## src/pkg/pdl_pkg.sv

```systemverilog
`default_nettype none
package pdl_pkg;
    // Register indices; byte address is four times the index
    localparam logic [7:0]  SYN_IDX      = 8'h04;
    localparam logic [7:0]  REF_DIVIDER_IDX   = 8'h05;
    localparam logic [7:0]  POST_DIVIDER_IDX  = 8'h06;
    localparam logic [7:0]  FLAGS_IDX    = 8'h07;
    localparam logic [7:0]  CTRL_IDX     = 8'h20;
    localparam logic [7:0]  IRQEN_IDX    = 8'h21;
    localparam logic [11:0] SYN_ADDR     = {2'b00, SYN_IDX, 2'b00};
    localparam logic [11:0] REF_DIVIDER_ADDR  = {2'b00, REF_DIVIDER_IDX, 2'b00};
    localparam logic [11:0] POST_DIVIDER_ADDR = {2'b00, POST_DIVIDER_IDX, 2'b00};
    localparam logic [11:0] FLAGS_ADDR   = {2'b00, FLAGS_IDX, 2'b00};
    localparam logic [11:0] CTRL_ADDR    = {2'b00, CTRL_IDX, 2'b00};
    localparam logic [11:0] IRQEN_ADDR   = {2'b00, IRQEN_IDX, 2'b00};
    // Event flag register bit positions
    localparam int TICK_BIT    = 7;
    localparam int LOCKCHG_BIT = 4;
    localparam int LOCKED_BIT  = 3;
    localparam int OSCCHG_BIT  = 1;
    localparam int OSCQ_BIT    = 0;
    // Control register bit positions
    localparam int WLOCK_BIT   = 0;
    localparam int SYSCLK_FROM_PLL_BIT  = 1;
    localparam int EXT_OSC_ENABLE_BIT    = 2;
    // Field masks
    localparam logic [7:0] SYN_MASK     = 8'hff;
    localparam logic [7:0] MULT_MASK    = 8'h3f;
    localparam logic [7:0] REF_DIVIDER_MASK  = 8'hcf;
    localparam logic [7:0] POST_DIVIDER_MASK = 8'h1f;
    localparam logic [7:0] IRQEN_MASK   = 8'h92;
    // Values after reset
    localparam logic [7:0] SYN_RST      = 8'h00;
    localparam logic [7:0] REF_DIVIDER_RST   = 8'h00;
    localparam logic [7:0] POST_DIVIDER_RST  = 8'h00;
    localparam logic [7:0] IRQEN_RST    = 8'h00;
    localparam logic [4:0] UNLOCK_DIV   = 5'h03;
    localparam logic [7:0] VCO_MULT_RST = 8'h02;
    localparam logic [4:0] REF_RAT_RST  = 5'h01;
    localparam logic [5:0] POST_RAT_RST = 6'h04;
    localparam logic [6:0] BUS_RAT_RST  = 7'h08;
    // Post divider settles within this many bus cycles
    localparam int STEP_MAX_CYCLES = 32;
endpackage : pdl_pkg
`default_nettype wire

```

## src/pkg/pdl_step_if.sv

```systemverilog
`default_nettype none
interface pdl_step_if;
    logic       locked;
    logic [4:0] target;
    logic [4:0] cur;
    modport ctrl (output locked, output target, input cur);
    modport stepper (input locked, input target, output cur);
endinterface : pdl_step_if
`default_nettype wire

```

## src/rtl/pdl_pll_ctrl.sv

```systemverilog
// Summary of operation
// RULE1 - Synthesizer write clears lock and oscillator status
// RULE2 - Locked loop runs at 2*ref*(multiplier+1)
// RULE3 - Software sets VCO range code per frequency
// RULE4 - Reference divider writable only unprotected, PLL selected
// RULE5 - Reference divider write clears lock, oscillator status
// RULE6 - Reference is external/(divider+1) or internal 1MHz
// RULE7 - Software sets reference range code per frequency
// RULE8 - Internal reference forces filter range to lowest
// RULE9 - Post divider writable only while PLL selected
// RULE10 - Output is loop/(post+1) locked, else loop/4
// RULE11 - Bus clock is half of PLL clock
// RULE12 - Post divider steps gradually, settles within 32
// RULE13 - Tick flag set per period, write-one clears
// RULE14 - Lock change flag set on lock toggle
// RULE15 - Lock bit is read-only tolerance mirror
// RULE16 - Oscillator change flag set on status toggle
// RULE17 - Oscillator status read-only, cleared on full stop
// RULE18 - Each flag requests interrupt only when enabled
// RULE19 - Oscillator loss or full stop forces PLL select
// RULE20 - Unused flag bits read zero, ignore writes
`default_nettype none
module pdl_pll_ctrl
(
    // Clock and reset
    input  wire logic        pclk,
    input  wire logic        presetn,
    // APB slave
    input  wire logic        psel,
    input  wire logic        penable,
    input  wire logic        pwrite,
    input  wire logic [11:0] paddr,
    input  wire logic [31:0] pwdata,
    output logic      [31:0] prdata,
    output logic             pready,
    output logic             pslverr,
    // Analog loop and clock unit
    input  wire logic        loop_in_tol,
    input  wire logic        osc_good,
    input  wire logic        tick_end,
    input  wire logic        full_stop_entry,
    // Status and configuration out
    output logic             pll_locked,
    output logic             osc_qualified,
    output logic             sysclk_from_pll,
    output logic             cfg_write_lock,
    output logic             ext_osc_enable,
    output logic      [1:0]  vco_range_sel,
    output logic      [7:0]  vco_mult,
    output logic      [4:0]  ref_div_ratio,
    output logic      [1:0]  ref_filter_range,
    output logic      [5:0]  pll_post_ratio,
    output logic      [6:0]  bus_ratio,
    // Interrupt requests
    output logic             tick_irq,
    output logic             lock_irq,
    output logic             osc_irq
);
    logic [7:0] syn_reg;
    logic [7:0] ref_divider_reg;
    logic [7:0] post_divider_reg;
    logic [7:0] flags_reg;
    logic [7:0] flags_next;
    logic [7:0] irqen_reg;
    logic       wlock_reg;
    logic       sysclk_from_pll_reg;
    logic       ext_osc_enable_reg;
    logic       locked_reg;
    logic       locked_next;
    logic       oscq_reg;
    logic       oscq_next;
    logic [1:0] sync1_reg;
    logic [1:0] sync2_reg;
    logic [1:0] sync3_reg;
    logic [1:0] filt_reg;
    logic [7:0] vco_mult_reg;
    logic [4:0] ref_rat_reg;
    logic [1:0] filter_reg;
    logic [5:0] post_rat_reg;
    logic [5:0] post_rat_next;
    logic [6:0] bus_rat_reg;
    logic [2:0] irq_reg;
    logic [31:0] prdata_reg;
    logic       wr;
    logic       syn_ok;
    logic       ref_wr;
    logic       ref_ok;
    logic       post_wr;
    logic       flag_wr;
    logic       ctrl_wr;

    pdl_step_if step ();

    pdl_post_stepper u_stepper
    (
        .pclk    (pclk),
        .presetn (presetn),
        .st      (step.stepper)
    );

    function automatic logic pdl_mapped(input logic [11:0] a);
        pdl_mapped = (a == pdl_pkg::SYN_ADDR) || (a == pdl_pkg::REF_DIVIDER_ADDR) ||
                     (a == pdl_pkg::POST_DIVIDER_ADDR) || (a == pdl_pkg::FLAGS_ADDR) ||
                     (a == pdl_pkg::CTRL_ADDR) || (a == pdl_pkg::IRQEN_ADDR);
    endfunction : pdl_mapped

    function automatic logic [7:0] pdl_read(input logic [11:0] a);
        unique case (a)
            pdl_pkg::SYN_ADDR:     pdl_read = syn_reg;
            pdl_pkg::REF_DIVIDER_ADDR:  pdl_read = ref_divider_reg;
            pdl_pkg::POST_DIVIDER_ADDR: pdl_read = post_divider_reg;
            pdl_pkg::FLAGS_ADDR:   pdl_read = flags_reg;
            pdl_pkg::CTRL_ADDR:    pdl_read = {5'h00, ext_osc_enable_reg, sysclk_from_pll_reg, wlock_reg};
            pdl_pkg::IRQEN_ADDR:   pdl_read = irqen_reg;
            default:               pdl_read = 8'h00;
        endcase
    endfunction : pdl_read

    // Zero wait states; unmapped addresses answer with an error
    assign pready  = 1'b1;
    assign pslverr = psel && penable && !pdl_mapped(paddr);
    assign prdata  = prdata_reg;

    assign wr      = psel && penable && pwrite;
    assign syn_ok  = wr && paddr == pdl_pkg::SYN_ADDR && !wlock_reg && sysclk_from_pll_reg;
    assign ref_wr  = wr && paddr == pdl_pkg::REF_DIVIDER_ADDR;
    assign ref_ok  = ref_wr && !wlock_reg && sysclk_from_pll_reg; // RULE4
    assign post_wr = wr && paddr == pdl_pkg::POST_DIVIDER_ADDR;
    assign flag_wr = wr && paddr == pdl_pkg::FLAGS_ADDR;
    assign ctrl_wr = wr && paddr == pdl_pkg::CTRL_ADDR;

    // Read data captured in the setup phase
    always_ff @(posedge pclk or negedge presetn)
    begin
        if (!presetn)
            prdata_reg <= 32'h0000_0000;
        else if (psel && !penable && !pwrite)
            prdata_reg <= {24'h00_0000, pdl_read(paddr)};
    end

    // Configuration registers
    always_ff @(posedge pclk or negedge presetn)
    begin
        if (!presetn)
        begin
            syn_reg     <= pdl_pkg::SYN_RST;
            ref_divider_reg  <= pdl_pkg::REF_DIVIDER_RST;
            post_divider_reg <= pdl_pkg::POST_DIVIDER_RST;
            irqen_reg   <= pdl_pkg::IRQEN_RST;
        end
        else
        begin
            if (syn_ok)
                syn_reg <= pwdata[7:0] & pdl_pkg::SYN_MASK;
            if (ref_ok)
                ref_divider_reg <= pwdata[7:0] & pdl_pkg::REF_DIVIDER_MASK; // RULE4
            if (post_wr && sysclk_from_pll_reg)
                post_divider_reg <= pwdata[7:0] & pdl_pkg::POST_DIVIDER_MASK; // RULE9
            if (wr && paddr == pdl_pkg::IRQEN_ADDR)
                irqen_reg <= pwdata[7:0] & pdl_pkg::IRQEN_MASK;
        end
    end

    // Protection, oscillator enable and clock select
    always_ff @(posedge pclk or negedge presetn)
    begin
        if (!presetn)
        begin
            wlock_reg  <= 1'b0;
            ext_osc_enable_reg   <= 1'b0;
            sysclk_from_pll_reg <= 1'b1;
        end
        else
        begin
            if (ctrl_wr)
                wlock_reg <= pwdata[pdl_pkg::WLOCK_BIT];
            if (ctrl_wr && !wlock_reg)
                ext_osc_enable_reg <= pwdata[pdl_pkg::EXT_OSC_ENABLE_BIT];
            if (!oscq_reg || full_stop_entry)
                sysclk_from_pll_reg <= 1'b1; // RULE19
            else if (ctrl_wr && !wlock_reg)
                sysclk_from_pll_reg <= pwdata[pdl_pkg::SYSCLK_FROM_PLL_BIT]; // RULE19
        end
    end

    // Three-stage pin synchronisers, change taken when stages 2 and 3 agree
    always_ff @(posedge pclk or negedge presetn)
    begin
        if (!presetn)
        begin
            sync1_reg <= 2'b00;
            sync2_reg <= 2'b00;
            sync3_reg <= 2'b00;
            filt_reg  <= 2'b00;
        end
        else
        begin
            sync1_reg <= {osc_good, loop_in_tol};
            sync2_reg <= sync1_reg;
            sync3_reg <= sync2_reg;
            filt_reg  <= (~(sync2_reg ^ sync3_reg) & sync3_reg) |
                         ((sync2_reg ^ sync3_reg) & filt_reg);
        end
    end

    // Lock and oscillator status; loop writes force a requalify
    always_comb
    begin
        locked_next = filt_reg[0]; // RULE15
        oscq_next   = filt_reg[1];
        if (syn_ok || ref_ok)
        begin
            locked_next = 1'b0; // RULE1 RULE5
            oscq_next   = 1'b0;
        end
        if (full_stop_entry)
            oscq_next = 1'b0; // RULE17
    end

    // Event flags: hardware set wins over write-one clear
    always_comb
    begin
        flags_next = flags_reg;
        if (flag_wr)
        begin
            flags_next[pdl_pkg::TICK_BIT]    = flags_reg[pdl_pkg::TICK_BIT] &
                                               ~pwdata[pdl_pkg::TICK_BIT]; // RULE13
            flags_next[pdl_pkg::LOCKCHG_BIT] = flags_reg[pdl_pkg::LOCKCHG_BIT] &
                                               ~pwdata[pdl_pkg::LOCKCHG_BIT];
            flags_next[pdl_pkg::OSCCHG_BIT]  = flags_reg[pdl_pkg::OSCCHG_BIT] &
                                               ~pwdata[pdl_pkg::OSCCHG_BIT];
        end
        if (tick_end)
            flags_next[pdl_pkg::TICK_BIT] = 1'b1; // RULE13
        if (locked_next != locked_reg)
            flags_next[pdl_pkg::LOCKCHG_BIT] = 1'b1; // RULE14
        if (oscq_next != oscq_reg)
            flags_next[pdl_pkg::OSCCHG_BIT] = 1'b1; // RULE16
        flags_next[pdl_pkg::LOCKED_BIT] = locked_next; // RULE15
        flags_next[pdl_pkg::OSCQ_BIT]   = oscq_next; // RULE17
        flags_next[6:5] = 2'b00; // RULE20
        flags_next[2]   = 1'b0; // RULE20
    end

    always_ff @(posedge pclk or negedge presetn)
    begin
        if (!presetn)
        begin
            flags_reg  <= 8'h00;
            locked_reg <= 1'b0;
            oscq_reg   <= 1'b0;
            irq_reg    <= 3'b000;
        end
        else
        begin
            flags_reg  <= flags_next;
            locked_reg <= locked_next;
            oscq_reg   <= oscq_next;
            irq_reg    <= {flags_next[pdl_pkg::TICK_BIT] & irqen_reg[pdl_pkg::TICK_BIT],
                           flags_next[pdl_pkg::LOCKCHG_BIT] & irqen_reg[pdl_pkg::LOCKCHG_BIT],
                           flags_next[pdl_pkg::OSCCHG_BIT] &
                           irqen_reg[pdl_pkg::OSCCHG_BIT]}; // RULE18
        end
    end

    // Divider ratios presented to the clock path
    assign step.locked = locked_reg;
    assign step.target = locked_reg ? post_divider_reg[4:0] : pdl_pkg::UNLOCK_DIV; // RULE10
    assign post_rat_next = {1'b0, step.cur} + 6'h01; // RULE10

    always_ff @(posedge pclk or negedge presetn)
    begin
        if (!presetn)
        begin
            vco_mult_reg <= pdl_pkg::VCO_MULT_RST;
            ref_rat_reg  <= pdl_pkg::REF_RAT_RST;
            filter_reg   <= 2'b00;
            post_rat_reg <= pdl_pkg::POST_RAT_RST;
            bus_rat_reg  <= pdl_pkg::BUS_RAT_RST;
        end
        else
        begin
            vco_mult_reg <= ((syn_reg & pdl_pkg::MULT_MASK) + 8'h01) << 1; // RULE2
            ref_rat_reg  <= ext_osc_enable_reg ? {1'b0, ref_divider_reg[3:0]} + 5'h01 : 5'h01; // RULE6
            filter_reg   <= ext_osc_enable_reg ? ref_divider_reg[7:6] : 2'b00; // RULE8
            post_rat_reg <= post_rat_next;
            bus_rat_reg  <= {post_rat_next, 1'b0}; // RULE11
        end
    end

    assign pll_locked       = locked_reg;
    assign osc_qualified    = oscq_reg;
    assign sysclk_from_pll  = sysclk_from_pll_reg;
    assign cfg_write_lock   = wlock_reg;
    assign ext_osc_enable   = ext_osc_enable_reg;
    assign vco_range_sel    = syn_reg[7:6];
    assign vco_mult         = vco_mult_reg;
    assign ref_div_ratio    = ref_rat_reg;
    assign ref_filter_range = filter_reg;
    assign pll_post_ratio   = post_rat_reg;
    assign bus_ratio        = bus_rat_reg;
    assign tick_irq         = irq_reg[2];
    assign lock_irq         = irq_reg[1];
    assign osc_irq          = irq_reg[0];
endmodule : pdl_pll_ctrl
`default_nettype wire

```

## src/rtl/pdl_post_stepper.sv

```systemverilog
`default_nettype none
module pdl_post_stepper
(
    // Clock and reset
    input  wire logic pclk,
    input  wire logic presetn,
    // Divider target and current value
    pdl_step_if.stepper st
);
    logic [5:0] settle_cnt;
    logic [4:0] target_prev_reg;
    logic       locked_prev_reg;

    // Jump to divide-by-4 when unlocked, else walk one step per cycle
    always_ff @(posedge pclk or negedge presetn)
    begin
        if (!presetn)
            st.cur <= pdl_pkg::UNLOCK_DIV;
        else if (!st.locked)
            st.cur <= pdl_pkg::UNLOCK_DIV;
        else if (st.cur < st.target)
            st.cur <= st.cur + 5'h01; // RULE12
        else if (st.cur > st.target)
            st.cur <= st.cur - 5'h01; // RULE12
    end

    // Previous target and lock, to spot a move
    always_ff @(posedge pclk or negedge presetn)
    begin
        if (!presetn)
        begin
            target_prev_reg <= 5'h00;
            locked_prev_reg <= 1'b0;
        end
        else
        begin
            target_prev_reg <= st.target;
            locked_prev_reg <= st.locked;
        end
    end

    // Helper: cycles since target and lock last moved
    always_ff @(posedge pclk or negedge presetn)
    begin
        if (!presetn)
            settle_cnt <= 6'h00;
        else if (!st.locked || st.target != target_prev_reg || !locked_prev_reg)
            settle_cnt <= 6'h00;
        else if (settle_cnt != 6'h3f)
            settle_cnt <= settle_cnt + 6'h01;
    end
endmodule : pdl_post_stepper
`default_nettype wire

```

## config.mk

```make
export PLATFORM = sky130hd
export DESIGN_NAME = pdl_pll_ctrl
export DESIGN_NICKNAME = d
export VERILOG_FILES = /design/src/pkg/pdl_pkg.sv /design/src/pkg/pdl_step_if.sv /design/src/rtl/pdl_pll_ctrl.sv /design/src/rtl/pdl_post_stepper.sv
export SDC_FILE = /design/constraint.sdc
export NUM_CORES = 1
export LEC_CHECK = 0
export ABC_AREA = 0
export BUFFER_PORTS_ARGS = -buffer_cell sky130_fd_sc_hd__buf_2
export CAP_MARGIN = 30
export CORE_UTILIZATION = 50
export CTS_CLUSTER_SIZE = 8
export DETAILED_ROUTE_END_ITERATION = 16
export PLACE_DENSITY = 0.85
export SLEW_MARGIN = 20
export SYNTH_ARGS = -nofsm -noshare
export SYNTH_HDL_FRONTEND = slang
export SYNTH_SLANG_ARGS = --single-unit
```

## constraint.sdc

```tcl
create_clock -name pclk -period 3.09 [get_ports pclk]
set_input_delay 0.1545 -clock pclk [delete_from_list [all_inputs] [get_ports pclk]]
set_output_delay 0.1545 -clock pclk [all_outputs]
set_load 0.1 [all_outputs]
```

==> flow_summary.ini, run 1 <==
[finish]
area_growth_pct = 15.7
drive_gt1_share_pct = 33.8
fill_cells = 590
antenna_cells = 0
fin_nets = 459

[sta]
period_share_pct = 92.8
hold_violations = 0
tns_ps = 0
clock_skew_ps = 11.8
rsz0062_at_grt = no
worstMarginPinSlew_ps = 650
slew_viol_final = 0
period_minus_slack_ps = 2870
relSlewSlack_pct = 56.3
clock.fmax_mhz = 349
setup_violations = 0
worst_slack_ps = 222

[routing]
drt-pass1-iter-count = 4
drc = 0
drt_first_iter_violations = 169
vias_per_cell = 5.43
wl_mm = 8.13
vias = 2687
wire_per_inst_um = 16.4
ant_nets = 0

[synth]
syn_area_per_cell_um2 = 11.5
synth_cells = 320
ys.flop_type = dfrtp_1
synth_area_um2 = 3690
synth_edf_count = 0
synth_cell_types = 55
yosysWarnings = 0
synth_seq_cells = 74
ys_seq_area_share_pct = 50.3
synthArstFlopShare_pct = 100

[clock_network]
clk_pin_slew_ps = 80
postCtsSetupBuffers = 0
htree_levels = 3
cts.sinks = 74
clk_latency_ps = 360
cts_buffers = 9
cts_tree = yes
cts_buffer_depth = 2
cts-root-buf = clkbuf_8

[setup_path]
critPathCaptureType = register
startpoint_type = register
worstRegToRegCells = 12
required_ps = 3350
timing.rr.end = u_stepper.st.cur[4]
arrival_ps = 3130
r2r_start = u_stepper.st.cur[0]
critPathMostFrequentCell = inv_1
critical_path_class = reg -> reg
critPathMaxStageDelay_ps = 600
slowest_stage = dfstp_2
reg2reg_slack_ps = 220
path_max_fanout = 7
crit_chain = inv_1 > ha_1 > nand3b_1 > a21o_1 > nand2_1 > inv_1 > fa_1 > nand2b_1 > a21oi_2 > and3_1 > a211oi_1 > o31ai_1

[grt]
grtUsageTotal_pct = 22.8
grt_overflow_total = 0
antenna_found_initial = 0
grt_pass1_vias = 2612
grt_start_max_net_pins = 75
grt_pass1_wl_mm = 12.8

[floorplanning]
io_pins = 125
rows = 30
dieArea_um2 = 7740
die_h_um = 88.0
start_util_pct = 52.9
die_x_um = 88.0
core_area_um2 = 6980

[worst_hold_path]
min_to = syn_reg[5]
hold_start = pwdata[5]
holdCritPathClass = in -> reg
min_path_cells = 2

[pwr]
power_frac_seq_pct = 34.7
p_switching_w = 0.00141
peakVddDrop_v = 0.000492
swShare_pct = 43.8
p_comb_share_pct = 39.4
pwr-share-clk_pct = 26.0
internal_power_w = 0.00181
p_per_area_nw_per_um2 = 756
leakage_nw = 2.19

[run]
drv_cap = 0

[place]
io_buffers = 73
gp_congestion = 0.909
pre_cts_ws_ps = 186
dp_hpwl_mm = 5.90

[outcome]
status = complete, no violations
[critical path, delay by kind of cell (launching register included)]
kind,cells,cell delay (ps)
AOI/OAI and AO/OA,4,640
adders and majority gates,2,590
DFF,1,600
buffers and inverters,2,190
and+or+nand+nor,4,740
[cell usage after synthesis (2+ instances only)]
library cell  number  share of area [%]
a21o_1             3               0.61
a21oi_1            6               0.81
a22o_1             3               0.71
a22oi_1            2               0.41
a31oi_1            3               0.51
a32o_1             2               0.54
a32oi_1            3               0.71
and2_1             7                1.2
and3_1             6                1.0
buf_4             35                7.1
clkbuf_1           3               0.30
conb_1             2               0.20
dfrtp_1           68                 46
dfstp_2            6                4.3
ha_1              11                3.7
inv_1             11                1.1
maj3_1             2               0.54
mux2_2            20                6.1
mux2_4             6                2.4
mux2i_1            6                1.6
nand2_1           22                2.2
nand2b_1           5               0.85
nand3_1           14                1.9
nand3b_1           3               0.61
nand4_1            5               0.85
nor2_1            14                1.4
nor2b_1            3               0.51
nor3_1             2               0.27
nor4_1             3               0.51
o21ai_0            8                1.1
o22ai_1            2               0.34
or4_4              2               0.61
xnor2_1            8                1.9
xor2_1             3               0.71
[area by class of cell]
cell class	count	area (um^2)	area share, %
Multi-Input combinational cell	220	1600	37.5
Sequential cell	74	1860	43.5
Timing Repair Buffer	78	425	9.95
Clock buffer	9	124	2.90
Tap cell	96	120	2.81
Inverter	11	41.3	0.966
Clock inverter	7	101	2.37
[worst max path at each step]
| stage | startpoint | endpoint | slack, ps | cells after the start |
|---|---|---|---|---|
| 6_report | u_stepper.st.cur[0] | u_stepper.st.cur[4] | 220 | 12 |
| 5_1_grt | flags_reg[3] | u_stepper.st.cur[4] | 20 | 13 |
| 4_1_cts | flags_reg[3] | u_stepper.st.cur[4] | 170 | 13 |
| 3_5_place_dp | flags_reg[3] | u_stepper.st.cur[4] | 190 | 13 |
| 3_3_place_gp | flags_reg[3] | u_stepper.st.cur[4] | 340 | 13 |
| 2_1_floorplan | flags_reg[3] | u_stepper.st.cur[4] | 30 | 13 |
[routing by layer]
metal | up-vias | part of all wire, % | global-route usage, %
met1 | 1297 | 43 | 30.1
met4 | 0 | 4.4 | 13.3
li1 | 1227 | - | -
met5 | - | 0 | 0
met2 | 131 | 46 | 34.2
met3 | 32 | 6.0 | 5.84
[stage by stage]
stage          std cells  instance area [um^2]  util [%]  total power, W  hold WS, ps
2_1_floorplan        345                  3790         -         0.00223         -141
3_3_place_gp         475                  4010      57.4         0.00234          207
3_5_place_dp         475                  4010      57.4         0.00239          209
4_1_cts              495                  4270      61.2         0.00323         9.26
5_1_grt              495                  4270      61.2         0.00338         17.8
6_report             495                  4270      61.2         0.00323         27.8
[what timing repair did]
item | 4_1_cts | 5_1_grt
setup endpoints to repair | 0 | 1
hold endpoints to repair | 71 | 0
resized for setup | 0 | 1
hold buffers | 4 | 0
[placed cells by master (no fill, tap or decap), types with 7 or more instances in the layout]
cell type  Yosys  routed
conb_1         2      27
mux2_2        20      20
dfrtp_1       68      67
xnor2_1        8       8
ha_1          11      11
inv_1         11      11
buf_2          1      73
clkbuf_8       0       9
nor2_1        14      14
nand2_1       22      22
nand3_1       14      14
o21ai_0        8       8
and2_1         7       7
[cells by family after synthesis]
| logic type | Yosys count | synth area share (%) |
|---|---|---|
| flip-flops | 74 | 50.3 |
| multiplexers | 33 | 10.8 |
| XOR/XNOR | 11 | 2.61 |
| AND/OR/NAND/NOR | 95 | 14.7 |
| AO/OA/AOI/OAI | 40 | 7.59 |
| buffers and inverters | 51 | 8.97 |
| adder cells (fa/ha/maj) | 14 | 4.81 |
| other | 2 | 0.203 |
[power groups by stage]
stage	Combinational, W	Clock (W)	Sequential (W)
after floorplan	0.000865	0	0.00137
after global placement	0.00120	0	0.00113
after detailed placement	0.00125	0	0.00114
after CTS	0.00126	0.000851	0.00112
after global routing	0.00137	0.000883	0.00113
final	0.00127	0.000838	0.00112
Note: power is estimated with default switching activity, not from simulation.
==> run 2, diff against run 1 <==
Settings changed: CORE_MARGIN from default to 2.
==> run 2 against run 1 <==
Hold slack lost 5.0 ps. Critical endpoint unchanged. Count of clock-buffer cells in the layout rose by 1. Routed wire length is 0.36% lower. Via count is 0.93% lower. Combinational power hardly changed. Power decreased by 0.93%. Clock power is 2% lower. Core utilization down 1.8 points. Highest routed layer unchanged. Cell count grew 0.81%.
==> flow_summary.ini, run 2 (synthesized netlist as in run 1, its figures left out) <==
[place]
dp_hpwl_mm = 5.90
io_buffers = 73
gp_congestion = 0.945
pre_cts_ws_ps = 222

[pwr]
internal_power_w = 0.00181
p_comb_share_pct = 39.4
pwr-share-clk_pct = 25.6
p_per_area_nw_per_um2 = 747
power_w = 0.00320
swShare_pct = 43.3
power_frac_seq_pct = 35.0
peakVddDrop_v = 0.000352
leakage_nw = 2.20
p_switching_w = 0.00139

[setup_path]
cp_num_buf_inv = 2
slowest_stage = dfrtp_2
required_ps = 3330
critPathMostFrequentCell = inv_1
critical_path_class = reg -> reg
critPathMaxStageDelay_ps = 510
critPathCaptureType = register
crit_chain = inv_1 > nor2_1 > ha_1 > nand3b_1 > a21o_1 > nand2_2 > inv_1 > fa_1 > nand2b_1 > a21oi_1 > and3_1 > a211oi_1 > o31ai_1
path_max_fanout = 14
arrival_ps = 3110
critPathTopFamily = compound AO/OA/AOI/OAI gates
startpoint_type = register

[grt]
met3_usage_pct = 5.28
grt_pass1_vias = 2606
grt_start_max_net_pins = 75
grt_util_met2_pct = 32.3
grt_pass1_wl_mm = 13.0
grtUsageMet1_pct = 27.8
grt_overflow_total = 0
busiest_layer = met2
antenna_found_initial = 0
grtUsageTotal_pct = 20.5

[sta]
hold_violations = 0
rsz0062_at_grt = no
worst_slack_ps = 221
clock.fmax_mhz = 349
period_share_pct = 92.8
tns_ps = 0
clock_skew_ps = 9.04
slew_viol_final = 0
period_minus_slack_ps = 2870
whs_ps = 22.8
worstMarginPinSlew_ps = 684
setup_violations = 0
relSlewSlack_pct = 54.1

[finish]
drive_gt1_share_pct = 33.8
fin_nets = 460
final_cell_mix = buf_2, dfrtp_1, conb_1, nand2_1, mux2_2
antenna_cells = 0
area_growth_pct = 15.9
fill_cells = 607
fin_util_pct = 59.4
final_common_cell = buf_2

[clock_network]
htree_levels = 3
clk_latency_ps = 350
cts_buffer_depth = 2
clk_pin_slew_ps = 70
cts-root-buf = clkbuf_8
cts_tree = yes
postCtsSetupBuffers = 0
cts_buffers = 9
cts.sinks = 74

[routing]
drt_first_iter_violations = 194
vias_per_cell = 5.33
vias = 2662
wire_per_inst_um = 16.2
ant_nets = 0
wl_mm = 8.10
drc = 0
drt-pass1-iter-count = 4

[floorplanning]
core_area_um2 = 7210
rows = 31
io_pins = 125
dieArea_um2 = 8090
die_x_um = 90.0
die_h_um = 90.0
start_util_pct = 51.2

[worst_hold_path]
holdCritPathClass = in -> reg

[outcome]
status = complete, no violations

[run]
drv_cap = 0
==> run 2: cell type report <==
class	count	area (um^2)	area share [%]
clock inverters	6	90.1	2.10
multi-input cells	220	1600	37.4
repair buffers	79	440	10.3
well taps	99	124	2.89
clock buffers	10	128	2.98
flip-flops and latches	74	1860	43.4
inverters	11	41.3	0.964
==> run 2: routing by layer <==
metal,part of all wire [%],up-vias
met4,1.8,0
li1,-,1226
met1,42,1300
met5,0,-
met2,48,123
met3,7.4,13
==> run 2: power groups by stage <==
stage	Combinational, W	Clock (W)	Sequential, W
final	0.00126	0.000820	0.00112
after global routing	0.00134	0.000877	0.00113
after CTS	0.00125	0.000833	0.00112
after detailed placement	0.00124	0	0.00114
after global placement	0.00120	0	0.00113
after floorplan	0.000865	0	0.00137
==> run 2: worst paths after layout <==
kind                                 start                  end  slack, ps  cells past startpoint
min                        full_stop_entry      sysclk_from_pll         20                      2
max reg2reg                   flags_reg[3]  u_stepper.st.cur[4]        220                     13
min reg2reg                   sync1_reg[0]         sync2_reg[0]        350                      0
min in group asynchronous          presetn           irq_reg[2]        300                      3
max                           flags_reg[3]  u_stepper.st.cur[4]        220                     13
max in group asynchronous          presetn          vco_mult[1]       2190                      4
==> run 2: per-stage QoR <==
step	instances	cell area [um^2]
6_report	499	4280
5_1_grt	499	4280
4_1_cts	497	4240
3_5_place_dp	478	4000
3_3_place_gp	478	4000
2_1_floorplan	345	3790
==> run 2: repair_timing <==
| action | 4_1_cts | 5_1_grt |
|---|---|---|
| endpoints found under the hold margin | 3 | 15 |
| gates resized for setup | 0 | 1 |
| endpoints found under the setup margin | 0 | 1 |
| hold buffers | 3 | 1 |
==> run 2: worst register-to-register path: cells and delay by family (launching register included) <==
| kind | cells | cell delay, ps |
|---|---|---|
| compound gates | 4 | 710 |
| fa+ha+maj | 2 | 670 |
| flops | 1 | 510 |
| simple gates | 5 | 660 |
| buf+inv | 2 | 210 |
